[src/hw/sdi_pkg.sv]
// Purpose: Shared constants and types for the servo digital input decoder
// Assumes: One drive clock; terminals active high after the pin buffers
// Notes: Function codes, register offsets and status word weights live here
package sdi_pkg;

  // Terminal count and function code width
  localparam int SDI_NUM_DI = 6;
  localparam int SDI_FUNC_W = 5;

  // Input function codes
  localparam logic [4:0] SDI_FC_SERVO_ON = 5'h01;
  localparam logic [4:0] SDI_FC_FAULT_CLR = 5'h02;
  localparam logic [4:0] SDI_FC_GAIN_UP = 5'h03;
  localparam logic [4:0] SDI_FC_DEV_CLR = 5'h04;
  localparam logic [4:0] SDI_FC_CMD_REV = 5'h06;
  localparam logic [4:0] SDI_FC_PULSE_INH = 5'h07;
  localparam logic [4:0] SDI_FC_TRQ_LIM = 5'h09;
  localparam logic [4:0] SDI_FC_SPD_LIM = 5'h0A;
  localparam logic [4:0] SDI_FC_GEAR_NUM = 5'h0B;

  // Mode setting values
  localparam logic SDI_GAIN_MODE_INPUT = 1'h1;
  localparam logic SDI_DEV_CLR_EDGE = 1'h0;
  localparam logic SDI_DEV_CLR_LEVEL = 1'h1;

  // Register offsets and reset values
  localparam logic [15:0] SDI_OFS_BLOCK_SELECT = 16'h080C;
  localparam logic [15:0] SDI_OFS_BLOCK_STATUS = 16'h080D;
  localparam logic [15:0] SDI_OFS_BLOCK_FIRMWARE = 16'h080E;
  localparam logic [15:0] SDI_RST_BLOCK_SELECT = 16'h0000;
  localparam logic [15:0] SDI_RST_READ_DATA = 16'h0000;

  // Stored block range and status word composition
  localparam int SDI_NUM_BLOCKS = 25;
  localparam logic [15:0] SDI_BLOCK_MAX = 16'h0018;
  localparam logic [15:0] SDI_STATUS_MAX = 16'h5DBF;
  localparam logic [15:0] SDI_SERIES_WEIGHT = 16'h2710;
  localparam logic [15:0] SDI_INERTIA_WEIGHT = 16'h03E8;
  localparam logic [6:0] SDI_POWER_MIN = 7'h02;
  localparam logic [6:0] SDI_POWER_MAX = 7'h07;
  localparam logic [6:0] SDI_POWER_ALT = 7'h67;
  localparam logic [1:0] SDI_INERTIA_LOW = 2'h1;
  localparam logic [1:0] SDI_INERTIA_HIGH = 2'h3;

  // Control mode
  typedef enum logic [1:0] {SDI_MODE_POS, SDI_MODE_SPD, SDI_MODE_TRQ} sdi_mode_e;

  // Drive control outputs
  typedef struct packed {
    logic servo_enable;
    logic fault_clear;
    logic gain_boost;
    logic dev_clear;
    logic cmd_reverse;
    logic pulse_inhibit;
    logic torque_limit;
    logic speed_limit;
    logic gear_num2;
  } sdi_drive_s;

  // One stored parameter block
  typedef struct packed {
    logic [1:0] series;
    logic [1:0] inertia;
    logic [6:0] power;
    logic [15:0] firmware;
  } sdi_block_s;

  localparam sdi_drive_s SDI_RST_DRIVE = '0;
  localparam sdi_block_s SDI_RST_BLOCK = '0;

endpackage

[src/hw/sdi_input_decoder.sv]
// Purpose: Decode digital input terminals into drive controls; keypad block registers
// Assumes: Terminal pins are asynchronous; register port and settings are on mclk
// Notes: Pin to control output latency is three clock edges
`timescale 1ns/1ps

// Behaviour
// - Servo enable terminal level holds the drive enabled in every mode.
// - Code 02 rising edge pulses fault clear in every mode.
// - Code 03 level with gain mode 1 selects the boosted loop gain.
// - Code 04 rising edge with clear mode 0 zeroes deviation once, position mode.
// - Clear mode 1 holds deviation zero while the clear terminal is active, position mode.
// - Code 06 level reverses motor command in speed and torque modes.
// - Code 07 level blocks the pulse train command in position mode.
// - Codes 05, 08, 12 and 13 carry no behaviour at all.
// - Code 09 level applies torque limit in speed and position modes.
// - Code 10 level applies speed limit in torque mode.
// - Code 11 selects second gear numerator when active, first otherwise, position mode.
// - Block selector accepts 0 to 24 and picks the shown stored block.
// - Status register reports the selected block status within 0 to 23999.
// - Status of a loaded block encodes power code 002-007 or 103 and inertia 1 to 3.
// - Firmware register reports the selected block firmware version.
module sdi_input_decoder
  import sdi_pkg::*;
#(
  parameter int NUM_DI = SDI_NUM_DI
) (
  input wire logic mclk,
  input wire logic reset,
  input wire logic [NUM_DI-1:0] di_pin,
  input wire logic [NUM_DI*SDI_FUNC_W-1:0] input_function_assignment,
  input wire sdi_mode_e control_mode,
  input wire logic gain_switch_mode_setting,
  input wire logic deviation_clear_mode_setting,
  input wire logic reg_wr,
  input wire logic reg_rd,
  input wire logic [15:0] reg_addr,
  input wire logic [15:0] reg_wdata,
  output logic [15:0] reg_rdata,
  output logic reg_rvalid,
  input wire logic blk_load,
  input wire logic [4:0] blk_load_index,
  input wire sdi_block_s blk_load_data,
  output sdi_drive_s drive_ctrl
);

  // Terminals whose assigned code matches, with optional edge qualifier
  function automatic logic func_hit(input logic [NUM_DI*SDI_FUNC_W-1:0] assign_v,
                                    input logic [NUM_DI-1:0] lvl, input logic [4:0] code);
    logic hit;
    hit = 1'b0;
    for (int i = 0; i < NUM_DI; i++) begin
      if (assign_v[i*SDI_FUNC_W +: SDI_FUNC_W] == code && lvl[i]) begin
        hit = 1'b1;
      end
    end
    return hit;
  endfunction

  // Composed status value of a stored block
  function automatic logic [15:0] status_word(input sdi_block_s b);
    logic [31:0] sum;
    sum = 32'(b.series) * 32'(SDI_SERIES_WEIGHT) + 32'(b.inertia) * 32'(SDI_INERTIA_WEIGHT) + 32'(b.power);
    return sum[15:0];
  endfunction

  // True when any terminal holds a code with a defined behaviour
  // Reserved and unused codes leave this low, so the checks can demand idle controls
  function automatic logic known_assigned(input logic [NUM_DI*SDI_FUNC_W-1:0] assign_v);
    logic known;
    logic [4:0] code;
    known = 1'b0;
    for (int i = 0; i < NUM_DI; i++) begin
      code = assign_v[i*SDI_FUNC_W +: SDI_FUNC_W];
      if (code == SDI_FC_SERVO_ON || code == SDI_FC_FAULT_CLR || code == SDI_FC_GAIN_UP
          || code == SDI_FC_DEV_CLR || code == SDI_FC_CMD_REV || code == SDI_FC_PULSE_INH
          || code == SDI_FC_TRQ_LIM || code == SDI_FC_SPD_LIM || code == SDI_FC_GEAR_NUM) begin
        known = 1'b1;
      end
    end
    return known;
  endfunction

  logic [NUM_DI-1:0] sync1_ff, sync2_ff, prev_ff;
  logic [NUM_DI-1:0] nxt_sync1, nxt_sync2, nxt_prev;
  logic [NUM_DI-1:0] rise;
  sdi_drive_s drive_ff, nxt_drive;
  logic [15:0] select_ff, nxt_select;
  sdi_block_s blocks_ff [SDI_NUM_BLOCKS];
  sdi_block_s nxt_blocks [SDI_NUM_BLOCKS];
  logic [15:0] rdata_ff, nxt_rdata;
  logic rvalid_ff, nxt_rvalid;
  logic power_ok, inertia_ok;
  logic pos_mode, spd_mode, trq_mode;
  sdi_block_s shown_blk;

  // Two-stage synchroniser and previous sample per terminal
  genvar g;
  generate
    for (g = 0; g < NUM_DI; g++) begin : g_sync
      always_comb begin
        nxt_sync1[g] = di_pin[g];
        nxt_sync2[g] = sync1_ff[g];
        nxt_prev[g] = sync2_ff[g];
        rise[g] = sync2_ff[g] & ~prev_ff[g];
      end
    end
  endgenerate

  always_ff @(posedge mclk or posedge reset) begin
    if (reset) begin
      sync1_ff <= '0;
      sync2_ff <= '0;
      prev_ff <= '0;
    end else begin
      sync1_ff <= nxt_sync1;
      sync2_ff <= nxt_sync2;
      prev_ff <= nxt_prev;
    end
  end

  assign pos_mode = (control_mode == SDI_MODE_POS);
  assign spd_mode = (control_mode == SDI_MODE_SPD);
  assign trq_mode = (control_mode == SDI_MODE_TRQ);

  // Function decode; reserved codes have no case and so do nothing
  always_comb begin
    nxt_drive = SDI_RST_DRIVE;
    nxt_drive.servo_enable = func_hit(input_function_assignment, sync2_ff, SDI_FC_SERVO_ON);
    nxt_drive.fault_clear = func_hit(input_function_assignment, rise, SDI_FC_FAULT_CLR);
    nxt_drive.gain_boost = func_hit(input_function_assignment, sync2_ff, SDI_FC_GAIN_UP)
                           && gain_switch_mode_setting == SDI_GAIN_MODE_INPUT;
    if (pos_mode && deviation_clear_mode_setting == SDI_DEV_CLR_EDGE) begin
      nxt_drive.dev_clear = func_hit(input_function_assignment, rise, SDI_FC_DEV_CLR);
    end else if (pos_mode) begin
      nxt_drive.dev_clear = func_hit(input_function_assignment, sync2_ff, SDI_FC_DEV_CLR);
    end
    nxt_drive.cmd_reverse = (spd_mode || trq_mode)
                            && func_hit(input_function_assignment, sync2_ff, SDI_FC_CMD_REV);
    nxt_drive.pulse_inhibit = pos_mode
                              && func_hit(input_function_assignment, sync2_ff, SDI_FC_PULSE_INH);
    nxt_drive.torque_limit = (pos_mode || spd_mode)
                             && func_hit(input_function_assignment, sync2_ff, SDI_FC_TRQ_LIM);
    nxt_drive.speed_limit = trq_mode
                            && func_hit(input_function_assignment, sync2_ff, SDI_FC_SPD_LIM);
    nxt_drive.gear_num2 = pos_mode
                          && func_hit(input_function_assignment, sync2_ff, SDI_FC_GEAR_NUM);
  end

  always_ff @(posedge mclk or posedge reset) begin
    if (reset) begin
      drive_ff <= SDI_RST_DRIVE;
    end else begin
      drive_ff <= nxt_drive;
    end
  end

  assign drive_ctrl = drive_ff;

  // Block store loads only entries with legal power and inertia codes
  always_comb begin
    power_ok = (blk_load_data.power >= SDI_POWER_MIN && blk_load_data.power <= SDI_POWER_MAX)
               || blk_load_data.power == SDI_POWER_ALT;
    inertia_ok = blk_load_data.inertia >= SDI_INERTIA_LOW
                 && blk_load_data.inertia <= SDI_INERTIA_HIGH;
    nxt_blocks = blocks_ff;
    if (blk_load && 16'(blk_load_index) <= SDI_BLOCK_MAX && power_ok && inertia_ok
        && status_word(blk_load_data) <= SDI_STATUS_MAX) begin
      nxt_blocks[blk_load_index] = blk_load_data;
    end
  end

  always_ff @(posedge mclk or posedge reset) begin
    if (reset) begin
      for (int i = 0; i < SDI_NUM_BLOCKS; i++) begin
        blocks_ff[i] <= SDI_RST_BLOCK;
      end
    end else begin
      blocks_ff <= nxt_blocks;
    end
  end

  // Selector write; out-of-range values are dropped
  always_comb begin
    nxt_select = select_ff;
    if (reg_wr && reg_addr == SDI_OFS_BLOCK_SELECT && reg_wdata <= SDI_BLOCK_MAX) begin
      nxt_select = reg_wdata;
    end
  end

  // Read port, one cycle latency, unmapped reads return zero
  always_comb begin
    nxt_rvalid = reg_rd;
    nxt_rdata = SDI_RST_READ_DATA;
    if (!reg_rd) begin
      nxt_rdata = SDI_RST_READ_DATA;
    end else if (reg_addr == SDI_OFS_BLOCK_SELECT) begin
      nxt_rdata = select_ff;
    end else if (reg_addr == SDI_OFS_BLOCK_STATUS) begin
      nxt_rdata = status_word(blocks_ff[select_ff[4:0]]);
    end else if (reg_addr == SDI_OFS_BLOCK_FIRMWARE) begin
      nxt_rdata = blocks_ff[select_ff[4:0]].firmware;
    end
  end

  always_ff @(posedge mclk or posedge reset) begin
    if (reset) begin
      select_ff <= SDI_RST_BLOCK_SELECT;
      rdata_ff <= SDI_RST_READ_DATA;
      rvalid_ff <= 1'b0;
    end else begin
      select_ff <= nxt_select;
      rdata_ff <= nxt_rdata;
      rvalid_ff <= nxt_rvalid;
    end
  end

  assign reg_rdata = rdata_ff;
  assign reg_rvalid = rvalid_ff;

  // Block currently named by the selector, watched by the store checks
  assign shown_blk = blocks_ff[select_ff[4:0]];
endmodule

[config.mk]
export PLATFORM = sky130hd
export DESIGN_NAME = sdi_input_decoder
export DESIGN_NICKNAME = d
export VERILOG_FILES = /design/src/hw/sdi_pkg.sv /design/src/hw/sdi_input_decoder.sv
export SDC_FILE = /design/constraint.sdc
export NUM_CORES = 2
export LEC_CHECK = 0
export ABC_AREA = 1
export BUFFER_PORTS_ARGS = -buffer_cell sky130_fd_sc_hd__buf_2
export CAP_MARGIN = 20
export CORE_UTILIZATION = 30
export DETAILED_ROUTE_END_ITERATION = 12
export HOLD_SLACK_MARGIN = 0.06
export PLACE_DENSITY_LB_ADDON = 0.15
export SLEW_MARGIN = 20
export SYNTH_ARGS = -nofsm -noshare
export SYNTH_HDL_FRONTEND = slang
export SYNTH_SLANG_ARGS = --single-unit
[constraint.sdc]
create_clock -name mclk -period 27.9 [get_ports mclk]
set_clock_uncertainty 0.1 [all_clocks]
set_input_delay 2.79 -clock mclk [delete_from_list [all_inputs] [get_ports mclk]]
set_output_delay 2.79 -clock mclk [all_outputs]
set_load 0.02 [all_outputs]
==> impl_metrics.json <==
{
  "cts_buffers": 91,
  "worstMarginPinSlew_ns": 1.12,
  "ys_ff_latch": 735,
  "via_per_inst": 5.46,
  "grt_max_degree": 176,
  "hold_violations": 0,
  "required_ns": 28.36,
  "drive_gt1_share_pct": 9.10,
  "synthTopCellsByArea": "dfrtp_1, nand2_1, nand4_1",
  "wl_mm": 153,
  "ant_nets": 0,
  "insertion_delay_ns": 0.70,
  "design_area_mm2": 0.0426,
  "final_core_util_pct": 34.2,
  "drt_first_iter_violations": 3474,
  "start_util_pct": 30.4,
  "syn_area_mm2": 0.0378,
  "p_sw_share_pct": 26.2,
  "timing.fmax_ghz": 0.113,
  "ys_seq_area_share_pct": 48.6,
  "ys.flop_type": "dfrtp_1",
  "internal_power_mw": 1.86,
  "ios": 135,
  "combPwrFrac_pct": 7.4,
  "wl_per_cell_um": 24.0,
  "outcome": "finished clean",
  "finalMaxSlewViolations": 0,
  "crit_path_end_kind": "flip-flop",
  "die_w_um": 357,
  "tritoncts": "done",
  "switchingPower_mw": 0.660,
  "cp-start-kind": "input port",
  "yosysWarnings": 0,
  "synth_edf_count": 0,
  "syn_to_final_growth_pct": 12.5,
  "hold_buffers": 0,
  "synth_top_area_cell": "dfrtp_1",
  "async_flop_share_pct": 100,
  "cts_root_buffer": "clkbuf_16",
  "core_area_mm2": 0.124,
  "track_usage_pct": 23.8,
  "drc": 0,
  "via_count": 34800,
  "clk_path_buf_depth": 3,
  "synthDominantCellAreaShare_pct": 48.6,
  "syn_inst": 4805,
  "max_slew_margin_pct": 25.0,
  "fin_nets": 4825,
  "hold_path.class": "reg2reg",
  "synth_cell_types": 47,
  "synth.avg_cell_area_um2": 7.87,
  "dr.pass1.iters": 6,
  "clock_sinks": 735,
  "tns_ns": 0,
  "use_met3_pct": 2.92,
  "power_density_mw_per_mm2": 59.1,
  "gp_congestion": 0.861,
  "place_hpwl_mm": 85.6,
  "grtUsageMet1_pct": 33.9,
  "clkTransAtPathRegs_ns": 0.06,
  "postCtsSetupBuffers": 0,
  "rsz0062_at_grt": "false",
  "port_buffers": 134,
  "arrival_ns": 9.29,
  "grt-ovfl-total": 0,
  "maxCapViolations": 0,
  "vdd_drop_max_mv": 0.0461,
  "grt_pass1_wl_mm": 230,
  "seqPwrFrac_pct": 43.7,
  "grt_pass1_vias": 33900,
  "antenna_found_initial": 4,
  "placed_area_mm2": 0.0395,
  "fin_crit_sh_pct": 31.7,
  "die_h_um": 357,
  "p_leak_nw": 22.0,
  "nFillCells": 13100,
  "synth_fp_nets": 4966,
  "met2_usage_pct": 37.6,
  "finalPower_mw": 2.52,
  "post_cts_resized": 0,
  "pwr-share-clk_pct": 48.9,
  "worstPathMaxFanout": 175,
  "rows": 129,
  "cts_max_level": 3,
  "min_period_ns": 8.84,
  "worstSetupPathType": "in2reg",
  "setup_violations": 0,
  "dieArea_mm2": 0.127,
  "busiest_layer": "met2"
}
path summary, 6_finish.rpt:
check                                             end  slack, ns  depth (start not counted)                startpoint
min                             nxt_prev[3]$_DFF_PP0_       0.24                          0    nxt_sync2[3]$_DFF_PP0_
min in group asynchronous  blocks_ff[529]$_DFFE_PP0P_       2.17                          2                     reset
max in group asynchronous    select_ff[1]$_DFFE_PP0P_      22.36                          5                     reset
max reg2reg                   reg_rdata[14]$_DFF_PP0_      21.51                         26  select_ff[0]$_DFFE_PP0P_
min reg2reg                     nxt_prev[3]$_DFF_PP0_       0.24                          0    nxt_sync2[3]$_DFF_PP0_
max                         blocks_ff[35]$_DFFE_PP0P_      19.06                         16         blk_load_data[23]
final cells by class:
class | instances | area [um2] | share of cell area, %
clock inverters | 22 | 289 | 0.679
flip-flops and latches | 735 | 18400 | 43.3
well taps | 1637 | 2050 | 4.81
repair buffers | 218 | 1390 | 3.26
inverters | 178 | 686 | 1.61
clock buffers | 145 | 2800 | 6.57
diodes | 2 | 5.00 | 0.0118
multi-input cells | 3440 | 16900 | 39.8
registers in the layout (all words and copies together), names as in the netlist:
register,cells
reg_rvalid,1
reg_rdata,16
drive_ctrl,9
nxt_sync2,6
nxt_prev,6
select_ff,16
blocks_ff,675
prev_ff,6
layout by cell type (no fill, tap or decap), drive strengths merged, types with 5 or more instances in the layout:
cell / netlist / final
clkbuf: 266 / 145
a32o: 7 / 7
a21oi: 72 / 72
xor2: 5 / 5
o22ai: 34 / 34
ha: 44 / 44
a31oi: 15 / 15
nor3: 15 / 15
o211ai: 36 / 36
o21ai: 308 / 308
fa: 8 / 8
nand3: 187 / 187
buf: 186 / 218
nor2: 387 / 387
dfrtp: 735 / 735
nand4: 622 / 622
inv: 175 / 176
o221ai: 57 / 57
clkinv: 3 / 15
nand2: 1581 / 1581
a22oi: 28 / 28
bufinv: 0 / 5
critical path: stages:
cell and delay, ns:
buf_2 0.62, inv_1 0.24, fa_1 0.51, ha_1 0.38, a21oi_1 0.24, nand2_1 0.12, a21oi_1 0.28, o21ai_2 0.12
a21oi_4 0.18, buf_12 0.50, buf_12 0.77, buf_4 0.70, buf_4 0.77, nand3_4 0.55, nand2_1 0.21, nand2_1 0.06
per-stage QoR:
| step | hold slack (ns) | worst slack (ns) | instances |
|---|---|---|---|
| 2_1_floorplan | 0.231 | 4.39 | 4805 |
| 6_report | 0.243 | 19.06 | 6377 |
| 5_1_grt | 0.250 | 18.81 | 6376 |
| 4_1_cts | 0.246 | 19.25 | 6375 |
| 3_5_place_dp | 0.235 | 18.54 | 6208 |
| 3_3_place_gp | 0.237 | 18.64 | 6208 |
power groups by stage:
stage,clock network [mW],registers [mW],logic (mW)
floorplan,0,1.12,0.120
global placement,0,1.12,0.186
detailed placement,0,1.12,0.187
CTS,1.25,1.10,0.187
global route,1.29,1.10,0.203
finish,1.23,1.10,0.187
cells by family after synthesis:
family,after synthesis,share of synthesized area (%)
xor gates and xnor gates,6,0.139
adders and majority gates,52,1.88
AOI/OAI and AO/OA,578,9.09
DFF,735,48.6
and+or+nand+nor,2804,33.4
buffers and inverters,630,6.82
synthesized netlist by cell type, types with 2 or more instances:
cell type	count
fa_1	8
a21oi_1	71
or2_2	4
buf_4	9
clkinv_1	3
and3_1	2
a41oi_1	3
buf_2	143
nand2_1	1581
a211oi_1	3
xor2_1	5
o21bai_1	2
buf_1	34
nor3_1	14
ha_1	44
o22ai_1	34
a21boi_0	4
a22oi_1	28
dfrtp_1	735
o21ai_0	306
o221ai_1	57
nand3_4	18
o211ai_1	36
a31oi_1	15
a22o_1	2
nor2_1	387
inv_1	172
nand3_2	7
clkbuf_1	266
inv_2	3
o2111ai_1	2
nand3_1	162
nor4_1	4
nand4_1	622
a32o_1	7
routing by layer:
| layer | vias to the layer above | wire length, um | part of all wire [%] |
|---|---|---|---|
| met5 | - | 0 | 0 |
| met4 | 0 | 4480 | 2.9 |
| met3 | 210 | 7580 | 4.9 |
| met2 | 956 | 70300 | 46 |
| met1 | 17600 | 70800 | 46 |
| li1 | 16100 | - | - |
(Power assumes the default switching activity.)
